--- src/logic/ppm_pkg.sv ---
// Constants and types for the port power management block
`default_nettype none
package ppm_pkg;
	// Register byte offsets in configuration space
	localparam logic [11:0] CMD_OFS   = 12'h004;
	localparam logic [11:0] CAP_OFS   = 12'h040;
	localparam logic [11:0] CSR_OFS   = 12'h044;
	localparam logic [11:0] LCTL_OFS  = 12'h078;
	// Capability header values
	localparam logic [7:0]  CAP_ID    = 8'h01;
	localparam logic [7:0]  NEXT_PTR  = 8'h48;
	localparam logic [2:0]  PM_VER    = 3'h3;
	localparam logic [2:0]  AUX_CUR   = 3'h0;
	localparam logic [4:0]  PME_SUP   = 5'h19;
	// Status and control field positions
	localparam int          NSR_BIT   = 3;
	localparam int          PMEEN_BIT = 8;
	localparam int          PMEST_BIT = 15;
	// Power state codes
	localparam logic [1:0]  PS_D0     = 2'h0;
	localparam logic [1:0]  PS_D3     = 2'h3;
	// Values after reset
	localparam logic [2:0]  CMD_RST   = 3'h0;
	localparam logic [1:0]  ASPM_RST  = 2'h0;
	localparam logic        NSR_RST   = 1'b0;
	localparam logic        PMEEN_RST = 1'b0;
	// Device power states
	typedef enum logic [1:0] {
		D0U = 2'b00,
		D0A = 2'b01,
		D3H = 2'b11
	} ppm_dstate_e;
	// Link power states
	typedef enum logic [1:0] {
		LK_L0  = 2'b00,
		LK_L0S = 2'b01,
		LK_L1  = 2'b10,
		LK_L23 = 2'b11
	} ppm_lstate_e;
	// Request kinds seen by the port
	typedef enum logic [2:0] {
		RQ_MEM  = 3'b000,
		RQ_IO   = 3'b001,
		RQ_CFG0 = 3'b010,
		RQ_CFG1 = 3'b011,
		RQ_CPL  = 3'b100
	} ppm_req_e;
endpackage : ppm_pkg
`default_nettype wire

--- src/logic/ppm_port.sv ---
// Per-port power management: device state, link state, PM registers
// Notes on behaviour
// Writing 11b from D0 enters D3hot
// Clearing state field in D3hot returns D0uninit
// Start D0uninit until EEPROM load and training
// Any command enable bit moves to D0active
// D3hot: memory and I/O get UR
// D3hot: Type1 config UR, Type0 completes
// Upstream port in D3hot enters L1
// D3hot hot plug or link event raises PME
// Downstream request or ASPM trigger lowers link
// Link states allowed by device state
// L0s: Tx lanes high-Z, Rx low power
// L1, L2/L3: lanes low power, FC timers held
// Turn-off message after D3hot reaches L2/L3
// Capability ID reads 01h
// Next pointer reads 48h
// Version field reads 011b
// PME clock, DSI, D1, D2 bits read zero
// EEPROM should load auxiliary current as zero
// PME support bits 31,30,27 set
// Unsupported state codes written are discarded
// No-soft-reset bit suppresses internal reset
// ASPM field gates L0s and L1 entry
// PME enable gates; status shows PME pending
`timescale 1ns/1ns
`default_nettype none
module ppm_port (
	input  wire logic                clock,        // Core clock, 100 MHz
	input  wire logic                rst_n,        // Power-on reset, active low
	input  wire logic                cfg_req,      // Config access strobe
	input  wire logic                cfg_we,       // 1 write, 0 read
	input  wire logic [11:0]         cfg_addr,     // Byte address, word aligned
	input  wire logic [3:0]          cfg_be,       // Byte enables
	input  wire logic [31:0]         cfg_wdata,    // Write data
	output logic                     cfg_ack,      // Access done pulse
	output logic      [31:0]         cfg_rdata,    // Read data
	input  wire logic                eeprom_done,  // Serial EEPROM load over
	input  wire logic                link_trained, // First training over
	input  wire logic                is_upstream,  // Port faces the root
	input  wire logic                req_valid,    // Request on the port
	input  wire ppm_pkg::ppm_req_e   req_kind,     // Request kind
	output logic                     req_ur,       // Answer as UR
	input  wire logic                hp_event,     // Hot plug event pulse
	input  wire logic                link_event,   // Link state event pulse
	output logic                     pme_msg,      // Send PME message pulse
	input  wire logic                ds_pm_req,    // Downstream PM request
	input  wire logic                aspm_l0s_trig,// Idle, L0s may enter
	input  wire logic                aspm_l1_trig, // Idle, L1 may enter
	input  wire logic                turn_off,     // Turn-off message seen
	input  wire logic                link_wake,    // Link must return to L0
	output ppm_pkg::ppm_dstate_e     dstate,       // Device power state
	output ppm_pkg::ppm_lstate_e     lstate,       // Link power state
	output logic                     phy_tx_hiz,   // Tx lanes high impedance
	output logic                     phy_tx_lp,    // Tx lanes low power
	output logic                     phy_rx_lp,    // Rx lanes low power
	output logic                     fc_hold,      // Flow control timers held
	output logic                     port_reset    // Internal reset pulse
);
	import ppm_pkg::*;

	logic        rst_q1;
	logic        srst_n;
	logic        init_done;
	logic        next_init_done;
	logic [2:0]  cmd;
	logic [2:0]  next_cmd;
	logic [1:0]  aspm;
	logic [1:0]  next_aspm;
	logic        nsr;
	logic        next_nsr;
	logic        pme_en;
	logic        next_pme_en;
	logic        pme_st;
	logic        next_pme_st;
	ppm_dstate_e next_dstate;
	ppm_lstate_e next_lstate;
	logic        next_port_reset;
	logic        next_pme_msg;
	logic        next_req_ur;
	logic [31:0] next_rdata;
	logic        wr;
	logic        ps_wr;
	logic [31:0] cap_word;
	logic [31:0] csr_word;
	logic        next_phy_tx_hiz;
	logic        next_phy_tx_lp;
	logic        next_phy_rx_lp;
	logic        next_fc_hold;

	// Reset release through two flip-flops
	always_ff @(posedge clock or negedge rst_n) begin
		if (!rst_n) begin
			rst_q1 <= 1'b0;
			srst_n <= 1'b0;
		end else begin
			rst_q1 <= 1'b1;
			srst_n <= rst_q1;
		end
	end

	// Read images of the two PM words
	// capability constants
	// zero and PME support bits
	assign cap_word = {PME_SUP, 1'b0, 1'b0, AUX_CUR, 1'b0, 1'b0, 1'b0,
		PM_VER, NEXT_PTR, CAP_ID};
	assign csr_word = {16'h0000, pme_st, 6'h00, pme_en, 4'h0, nsr, 1'b0,
		(dstate == D3H) ? PS_D3 : PS_D0};
	assign wr = cfg_req && cfg_we;
	assign ps_wr = wr && (cfg_addr == CSR_OFS) && cfg_be[0];

	// Register file and device state next values
	always_comb begin
		next_init_done  = init_done | (eeprom_done & link_trained);
		next_cmd        = cmd;
		next_aspm       = aspm;
		next_nsr        = nsr;
		next_pme_en     = pme_en;
		next_pme_st     = pme_st;
		next_dstate     = dstate;
		next_port_reset = 1'b0;
		next_rdata      = 32'h0000_0000;
		if (wr && cfg_be[0]) begin
			if (cfg_addr == CMD_OFS)
				next_cmd = cfg_wdata[2:0];
			if (cfg_addr == LCTL_OFS)
				next_aspm = cfg_wdata[1:0];
			if (cfg_addr == CSR_OFS)
				next_nsr = cfg_wdata[NSR_BIT];
		end
		if (wr && cfg_be[1] && (cfg_addr == CSR_OFS)) begin
			next_pme_en = cfg_wdata[PMEEN_BIT];
			if (cfg_wdata[PMEST_BIT])
				next_pme_st = 1'b0; // Write one to clear
		end
		// status set, wins over clear
		// events in D3hot raise PME
		if ((dstate == D3H) && pme_en && (hp_event || link_event))
			next_pme_st = 1'b1;
		// D0 sub-states
		if ((dstate == D0U) && init_done && (cmd != 3'h0))
			next_dstate = D0A;
		// only 00b and 11b act; 01b, 10b dropped
		// enter D3hot from D0
		if (ps_wr && (cfg_wdata[1:0] == PS_D3) && (dstate != D3H))
			next_dstate = D3H;
		// leave D3hot for D0uninit
		if (ps_wr && (cfg_wdata[1:0] == PS_D0) && (dstate == D3H)) begin
			next_dstate = D0U;
			// skip internal reset
			if (!nsr) begin
				next_port_reset = 1'b1;
				next_cmd        = CMD_RST;
			end
		end
		// Read data for the addressed word
		if (cfg_req && !cfg_we) begin
			case (cfg_addr)
				CMD_OFS:  next_rdata = {29'h0, cmd};
				CAP_OFS:  next_rdata = cap_word;
				CSR_OFS:  next_rdata = csr_word;
				LCTL_OFS: next_rdata = {30'h0, aspm};
				default:  next_rdata = 32'h0000_0000;
			endcase
		end
		next_pme_msg = next_pme_st & ~pme_st;
	end

	// Register file and device state flip-flops
	always_ff @(posedge clock or negedge srst_n) begin
		if (!srst_n) begin
			init_done  <= 1'b0;
			cmd        <= CMD_RST;
			aspm       <= ASPM_RST;
			nsr        <= NSR_RST;
			pme_en     <= PMEEN_RST;
			pme_st     <= 1'b0;
			dstate     <= D0U;
			port_reset <= 1'b0;
			pme_msg    <= 1'b0;
			cfg_ack    <= 1'b0;
			cfg_rdata  <= 32'h0000_0000;
		end else begin
			init_done  <= next_init_done;
			cmd        <= next_cmd;
			aspm       <= next_aspm;
			nsr        <= next_nsr;
			pme_en     <= next_pme_en;
			pme_st     <= next_pme_st;
			dstate     <= next_dstate;
			port_reset <= next_port_reset;
			pme_msg    <= next_pme_msg;
			cfg_ack    <= cfg_req;
			cfg_rdata  <= next_rdata;
		end
	end

	// Request filtering next value
	always_comb begin
		next_req_ur = 1'b0;
		// D3hot filter
		if (req_valid && (dstate == D3H)) begin
			case (req_kind)
				RQ_MEM, RQ_IO, RQ_CFG1: next_req_ur = 1'b1;
				default:                next_req_ur = 1'b0;
			endcase
		end
	end

	// Link state next value
	always_comb begin
		next_lstate = lstate;
		case (lstate)
			LK_L0: begin
				if (dstate == D3H) begin
					// upstream starts L1
					// downstream request
					if (is_upstream || ds_pm_req)
						next_lstate = LK_L1;
				// ASPM gating
				end else if (aspm[1] && aspm_l1_trig) begin
					next_lstate = LK_L1;
				end else if (aspm[0] && aspm_l0s_trig) begin
					next_lstate = LK_L0S;
				end
			end
			LK_L0S: begin
				if (link_wake || (dstate == D3H) || !aspm[0])
					next_lstate = LK_L0;
			end
			LK_L1: begin
				// turn-off after D3hot
				if ((dstate == D3H) && turn_off)
					next_lstate = LK_L23;
				else if (dstate != D3H && (link_wake || !aspm[1]))
					next_lstate = LK_L0;
			end
			LK_L23: begin
				if (dstate != D3H)
					next_lstate = LK_L0;
			end
			default: next_lstate = LK_L0;
		endcase
		// L0s lane actions
		next_phy_tx_hiz = (next_lstate == LK_L0S);
		// deep state lane actions
		next_phy_tx_lp  = (next_lstate == LK_L1) || (next_lstate == LK_L23);
		next_phy_rx_lp  = (next_lstate != LK_L0);
		next_fc_hold    = (next_lstate == LK_L1) || (next_lstate == LK_L23);
	end

	// Link state, UR answer and lane control flip-flops
	always_ff @(posedge clock or negedge srst_n) begin
		if (!srst_n) begin
			lstate     <= LK_L0;
			req_ur     <= 1'b0;
			phy_tx_hiz <= 1'b0;
			phy_tx_lp  <= 1'b0;
			phy_rx_lp  <= 1'b0;
			fc_hold    <= 1'b0;
		end else begin
			lstate     <= next_lstate;
			req_ur     <= next_req_ur;
			phy_tx_hiz <= next_phy_tx_hiz;
			phy_tx_lp  <= next_phy_tx_lp;
			phy_rx_lp  <= next_phy_rx_lp;
			fc_hold    <= next_fc_hold;
		end
	end
endmodule : ppm_port
`default_nettype wire

--- config.mk ---
export PLATFORM = sky130hd
export DESIGN_NAME = ppm_port
export DESIGN_NICKNAME = d
export VERILOG_FILES = /design/src/logic/ppm_pkg.sv /design/src/logic/ppm_port.sv
export SDC_FILE = /design/constraint.sdc
export NUM_CORES = 1
export LEC_CHECK = 0
export BUFFER_PORTS_ARGS = -buffer_cell sky130_fd_sc_hd__buf_4
export CAP_MARGIN = 20
export CORE_MARGIN = 3
export CORE_UTILIZATION = 35
export CTS_BUF_LIST = sky130_fd_sc_hd__clkbuf_8
export DETAILED_ROUTE_END_ITERATION = 10
export GPL_ROUTABILITY_DRIVEN = 0
export PLACE_DENSITY_LB_ADDON = 0.25
export SLEW_MARGIN = 30
export SYNTH_ARGS = -nofsm -noshare
export SYNTH_HDL_FRONTEND = slang
export SYNTH_SLANG_ARGS = --single-unit
--- constraint.sdc ---
create_clock -name clock -period 1.2 [get_ports clock]
set_input_delay 0.06 -clock clock [delete_from_list [all_inputs] [get_ports clock]]
set_output_delay 0.06 -clock clock [all_outputs]
set_load 0.005 [all_outputs]
# == Yosys cells after proc, flatten, opt, wreduce, memory -nomap -nowiden ==
# Index checks and enable logic that the tools add are counted.
# Widths: inputs -> output; s select.
# totals
regBits,54
out_inout_bits,44
# classes
muxes,26
n_reduce_logical,39
bitwise,4
eq_ne,15
# op_table
op,n
$pmux 32 s4,1
$eq 12x7->1 const B,3
$mux 32,1
$mux 2,12
$logic_and 1x1->1,20
$eq 12x3->1 const B,1
$eq 2x2->1 const B,6
$mux 3,4
$pmux 2 s4,1
$mux 1,7
$logic_not 2->1,3
$logic_or 1x1->1,6
$reduce_bool 3->1,2
$eq 2x1->1 const B,2
$reduce_and 2->1,2
$eq 3x1->1 const B,1
$eq 3x2->1 const B,1
$logic_not 1->1,3
$logic_not 3->1,1
$reduce_or 3->1,1
$and 1x1->1,2
$ne 2x2->1 const B,1
$reduce_bool 2->1,1
$not 1->1,1
$or 1x1->1,1

# == Longest topological paths before layout ==
# logic_depth
word_depth,8
mapped_depth,4
mapped_depth_nobuf,4

# == Least setup slack after synthesis ==
# No wires, ideal clock.
# synth_timing
kind,in2reg
from,input cfg_addr[4]
to,register nsr
setup_ps,125
arrival_ps,1305
stages,3
slack_ps,-230
n_path_buf,0
cell_sequence,or4_4 -> nor4_4 -> mux2_2
# synth_via
elab_chain_len,2
# synth_rtl
item,line,rtl
"start, declared",ppm_port.sv:33,"input wire logic [11:0] cfg_addr,"
$eq 12x7->1,ppm_port.sv:128,if (cfg_addr == CSR_OFS)
$reduce_and 2->1 (no line),--,
"end signal, assigned",ppm_port.sv:187,nsr <= next_nsr;
"end, declared",ppm_port.sv:70,logic nsr;
# Every way passes these cells.
# A chain may end at the register's enable or synchronous reset.

# == Worst setup path in the final report ==
# layout_timing
from,input cfg_addr[3]
to,register nsr
# Same word-level chain as after synthesis.

==> flow_summary_export.csv <==
group,metric,value,unit
synthesis,synth-xor-area-share,0,
floorplan,num_rows,23,
floorplan,io_pins,110,
grt,grt_overflow,0,
synthesis,yosysWarnings,0,
placement,dpl.hpwl,3180,um
timing,whs,5.06,ps
synthesis,synth_compound_area_frac,0.103,
floorplan,dieArea,5370,um2
placement,placed_cells,276,
timing,setup_slack,-71.7,ps
worst_setup_path,critPathLaunchType,"input pin",
grt,track_usage,0.158,
cts,htreeDepth,2,
worst_setup_path,crit_arrival,1450,ps
cts,ctsRootBufferMaster,"clkbuf_8",
drt,wire_per_inst,14.3,um
drt,wl_met2,2080,um
floorplan,die_h,73.3,um
floorplan,coreArea,4170,um2
power,power.leakage,1.29,nW
status,violations,"setup timing",
cells_and_area,finalCoreUtilization,0.595,
hold_path,hp-start,"cfg_wdata[3]",
cts,cts-buffers-inserted,5,
run,max_cap_violations,0,
power,power_density,820,nW/um2
cells_and_area,final_cells,296,
timing,clock.fmax,0.786,GHz
power,power,2.03,mW
hold_path,hp-class,"input pin to flop",
cells_and_area,syn_to_final_growth,56.6,%
grt,grt_pass1_wl,6260,um
timing,post-route-period-util,1.06,
timing,tns,-85.0,ps
synthesis,synth_top_family_by_area,"simple AND/OR/NAND/NOR gates",
cells_and_area,nets,311,
timing,slew_violations,0,
synthesis,yosys.area_share.simple,0.245,
cells_and_area,diodes,0,
timing,rsz0062_at_grt,"true",
drt,drtIter0Drc,24,
synthesis,ys_seq_elements,29,
drt,met3_length,380,um
hold_path,hold_depth,2,
synthesis,syn-cell-area,1580,um2
drt,met1_length,1650,um
timing,setup_viol,3,
floorplan,chipWidth,73.3,um
cts,path_clk_slew,60,ps
worst_setup_path,r2r_start,"dstate[1]$_DFFE_PN0P_",
synthesis,synth_adder_area_share,0,
synthesis,synth_edf_count,0,
floorplan,initial_utilization,0.380,
placement,io_buffers,62,
drt,drc,0,
cts,cts_tree,"done",
worst_setup_path,endpoint_kind,"flop",
drt,ant_nets,0,
worst_setup_path,cp_max_fo,4,
drt,drtPass1Iterations,4,
synthesis,ys_types,47,
grt,grt_max_degree,28,
cts,cts_buffer_depth,2,
drt,via_per_inst,4.94,
worst_setup_path,crit_start,"cfg_addr[3]",
worst_setup_path,worst_ep_required_time,1370,ps
grt,antenna_found_initial,0,
power,vdd_drop_max,0.550,mV
cells_and_area,drive_gt1_frac,0.524,
cts,clkSinkCount,29,
status,outcome,"finished, violations left",
drt,vias,1462,
synthesis,ys.flop_type,"dfrtp_1",
synthesis,async_flop_share,1.00,
synthesis,avgSynthCellArea,10.8,um2
drt,routed.top_layer,"met4",
cts,clock_latency,290,ps
timing,fin_worst_skew,4.49,ps
worst_setup_path,reg2reg_slack,10,ps
drt,drt-total-wl,4230,um
worst_setup_path,ff2ff_path_depth,4,
grt,grt_pass1_vias,1373,
timing,finalCriticalPeriod,1270,ps
worst_setup_path,worstSetupPathType,"input pin to flop",
worst_setup_path,worstReg2RegEnd,"phy_rx_lp$_DFF_PN0_",
hold_path,min_to,"nsr$_DFFE_PN0P_",
synthesis,synth-seq-area-share,0.458,
synthesis,synthMuxAreaShare,0.0561,
timing,hold_viol,0,
synthesis,syn_inst,147,
==> Yosys cell counts (2+ instances only) <==
cell type   n  area [um2]
buf_4      26         195
nand4b_1    2        17.5
nor2_1     11        41.3
a2bb2oi_1   3        26.3
dfrtp_1    29         726
nor2b_1     2        12.5
mux2i_1     4        40.0
and3_1      3        18.8
inv_1       4        15.0
o21ai_0     4        20.0
nor3_1      2        10.0
mux2_2      3        33.8
nor4_1      2        12.5
conb_1      2        7.51
and3_2      3        22.5
a32oi_1     2        17.5
nand2_1     5        18.8
nand3_1     5        25.0
nor4b_1     3        26.3
a21oi_1     2        10.0
nand4_1     2        12.5
o211ai_1    2        15.0
and4b_2     2        22.5
==> final cells by class <==
type	instances	area, um2
Timing Repair Buffer	99	803
Sequential cell	29	727
Tap cell	50	62.6
Inverter	4	15.0
Multi-Input combinational cell	106	791
Clock inverter	3	13.8
Fill cell	350	1690
Clock buffer	5	68.8
==> worst max path at each step <==
| stage | to | cells after the start | slack, ps |
|---|---|---|---|
| after floorplan | nsr$_DFFE_PN0P_ | 3 | -210 |
| after global placement | nsr$_DFFE_PN0P_ | 4 | -390 |
| after detailed placement | nsr$_DFFE_PN0P_ | 4 | -390 |
| after CTS | nsr$_DFFE_PN0P_ | 4 | -50 |
| after global routing | nsr$_DFFE_PN0P_ | 5 | -80 |
| final | nsr$_DFFE_PN0P_ | 5 | -70 |
==> power by group <==
group | total, mW | internal [mW] | switching (mW) | leakage, nW
Combinational | 0.283 | 0.163 | 0.120 | 0.854
Clock | 0.766 | 0.392 | 0.374 | 0.0491
Sequential | 0.985 | 0.984 | 0.00173 | 0.391
==> logic make-up (layout without fill, tap and decap cells) <==
family,after synthesis,in the layout
AND/OR/NAND/NOR,56,56
buffers and inverters,30,111
flip-flops,29,29
AO/OA/AOI/OAI,22,22
multiplexers,8,8
other,2,20
==> sequential cells by signal, indices dropped and copies added (netlist names), 2 cells and up <==
name,count
dstate,2
lstate,2
cfg_rdata,7
aspm,2
cmd,3
==> metal layers <==
layer / vias to the layer above / track usage
li1: 690 / -
met1: 693 / 0.183
met2: 68 / 0.262
met3: 11 / 0.0575
met4: 0 / 0.0676
met5: - / 0
==> worst max-delay path, cell delays in order <==
cell and delay (ps):
buf_8 100, or4b_4 570, nor4_4 260, buf_4 170
mux2_4 290
==> cell usage in the layout, fill, tap and decap left out, types with 2 or more instances in the layout <==
| cell | synthesis | final |
|---|---|---|
| buf_4 | 26 | 83 |
| dfrtp_1 | 29 | 28 |
| conb_1 | 2 | 20 |
| nor2_1 | 11 | 10 |
| buf_6 | 0 | 8 |
| dlygate4sd3_1 | 0 | 6 |
| inv_1 | 4 | 5 |
| clkbuf_8 | 0 | 5 |
| nand3_1 | 5 | 4 |
| mux2i_1 | 4 | 4 |
| nand2_1 | 5 | 4 |
| nor4b_1 | 3 | 3 |
| o21ai_1 | 0 | 3 |
| and3_1 | 3 | 3 |
| mux2_4 | 1 | 3 |
| or4_4 | 1 | 2 |
| nor3_1 | 2 | 2 |
| nor2b_1 | 2 | 2 |
| nand4b_1 | 2 | 2 |
| nand4_1 | 2 | 2 |
| or4b_4 | 1 | 2 |
| and4b_2 | 2 | 2 |
| and3_2 | 3 | 2 |
| nor4_1 | 2 | 2 |
| a32oi_1 | 2 | 2 |
| o211ai_1 | 2 | 2 |
| a2bb2oi_2 | 0 | 2 |
| clkinv_2 | 0 | 2 |
| buf_8 | 0 | 2 |
==> stage by stage <==
| step | setup WS [ps] | cell area [um2] |
|---|---|---|
| global route | -83.2 | 2480 |
| detailed placement | -389 | 2190 |
| CTS | -53.9 | 2370 |
| global placement | -391 | 2190 |
| finish | -71.7 | 2480 |
| floorplan | -212 | 1670 |
==> what timing repair did <==
action,in CTS,in global routing
gates cloned,0,0
resized for setup,9,20
endpoints found under the hold margin,5,1
pin swaps,9,13
endpoints found under the setup margin,12,16
buffers inserted,2,5
hold buffers,5,1
No activity file was read; power rests on OpenSTA's default activity.
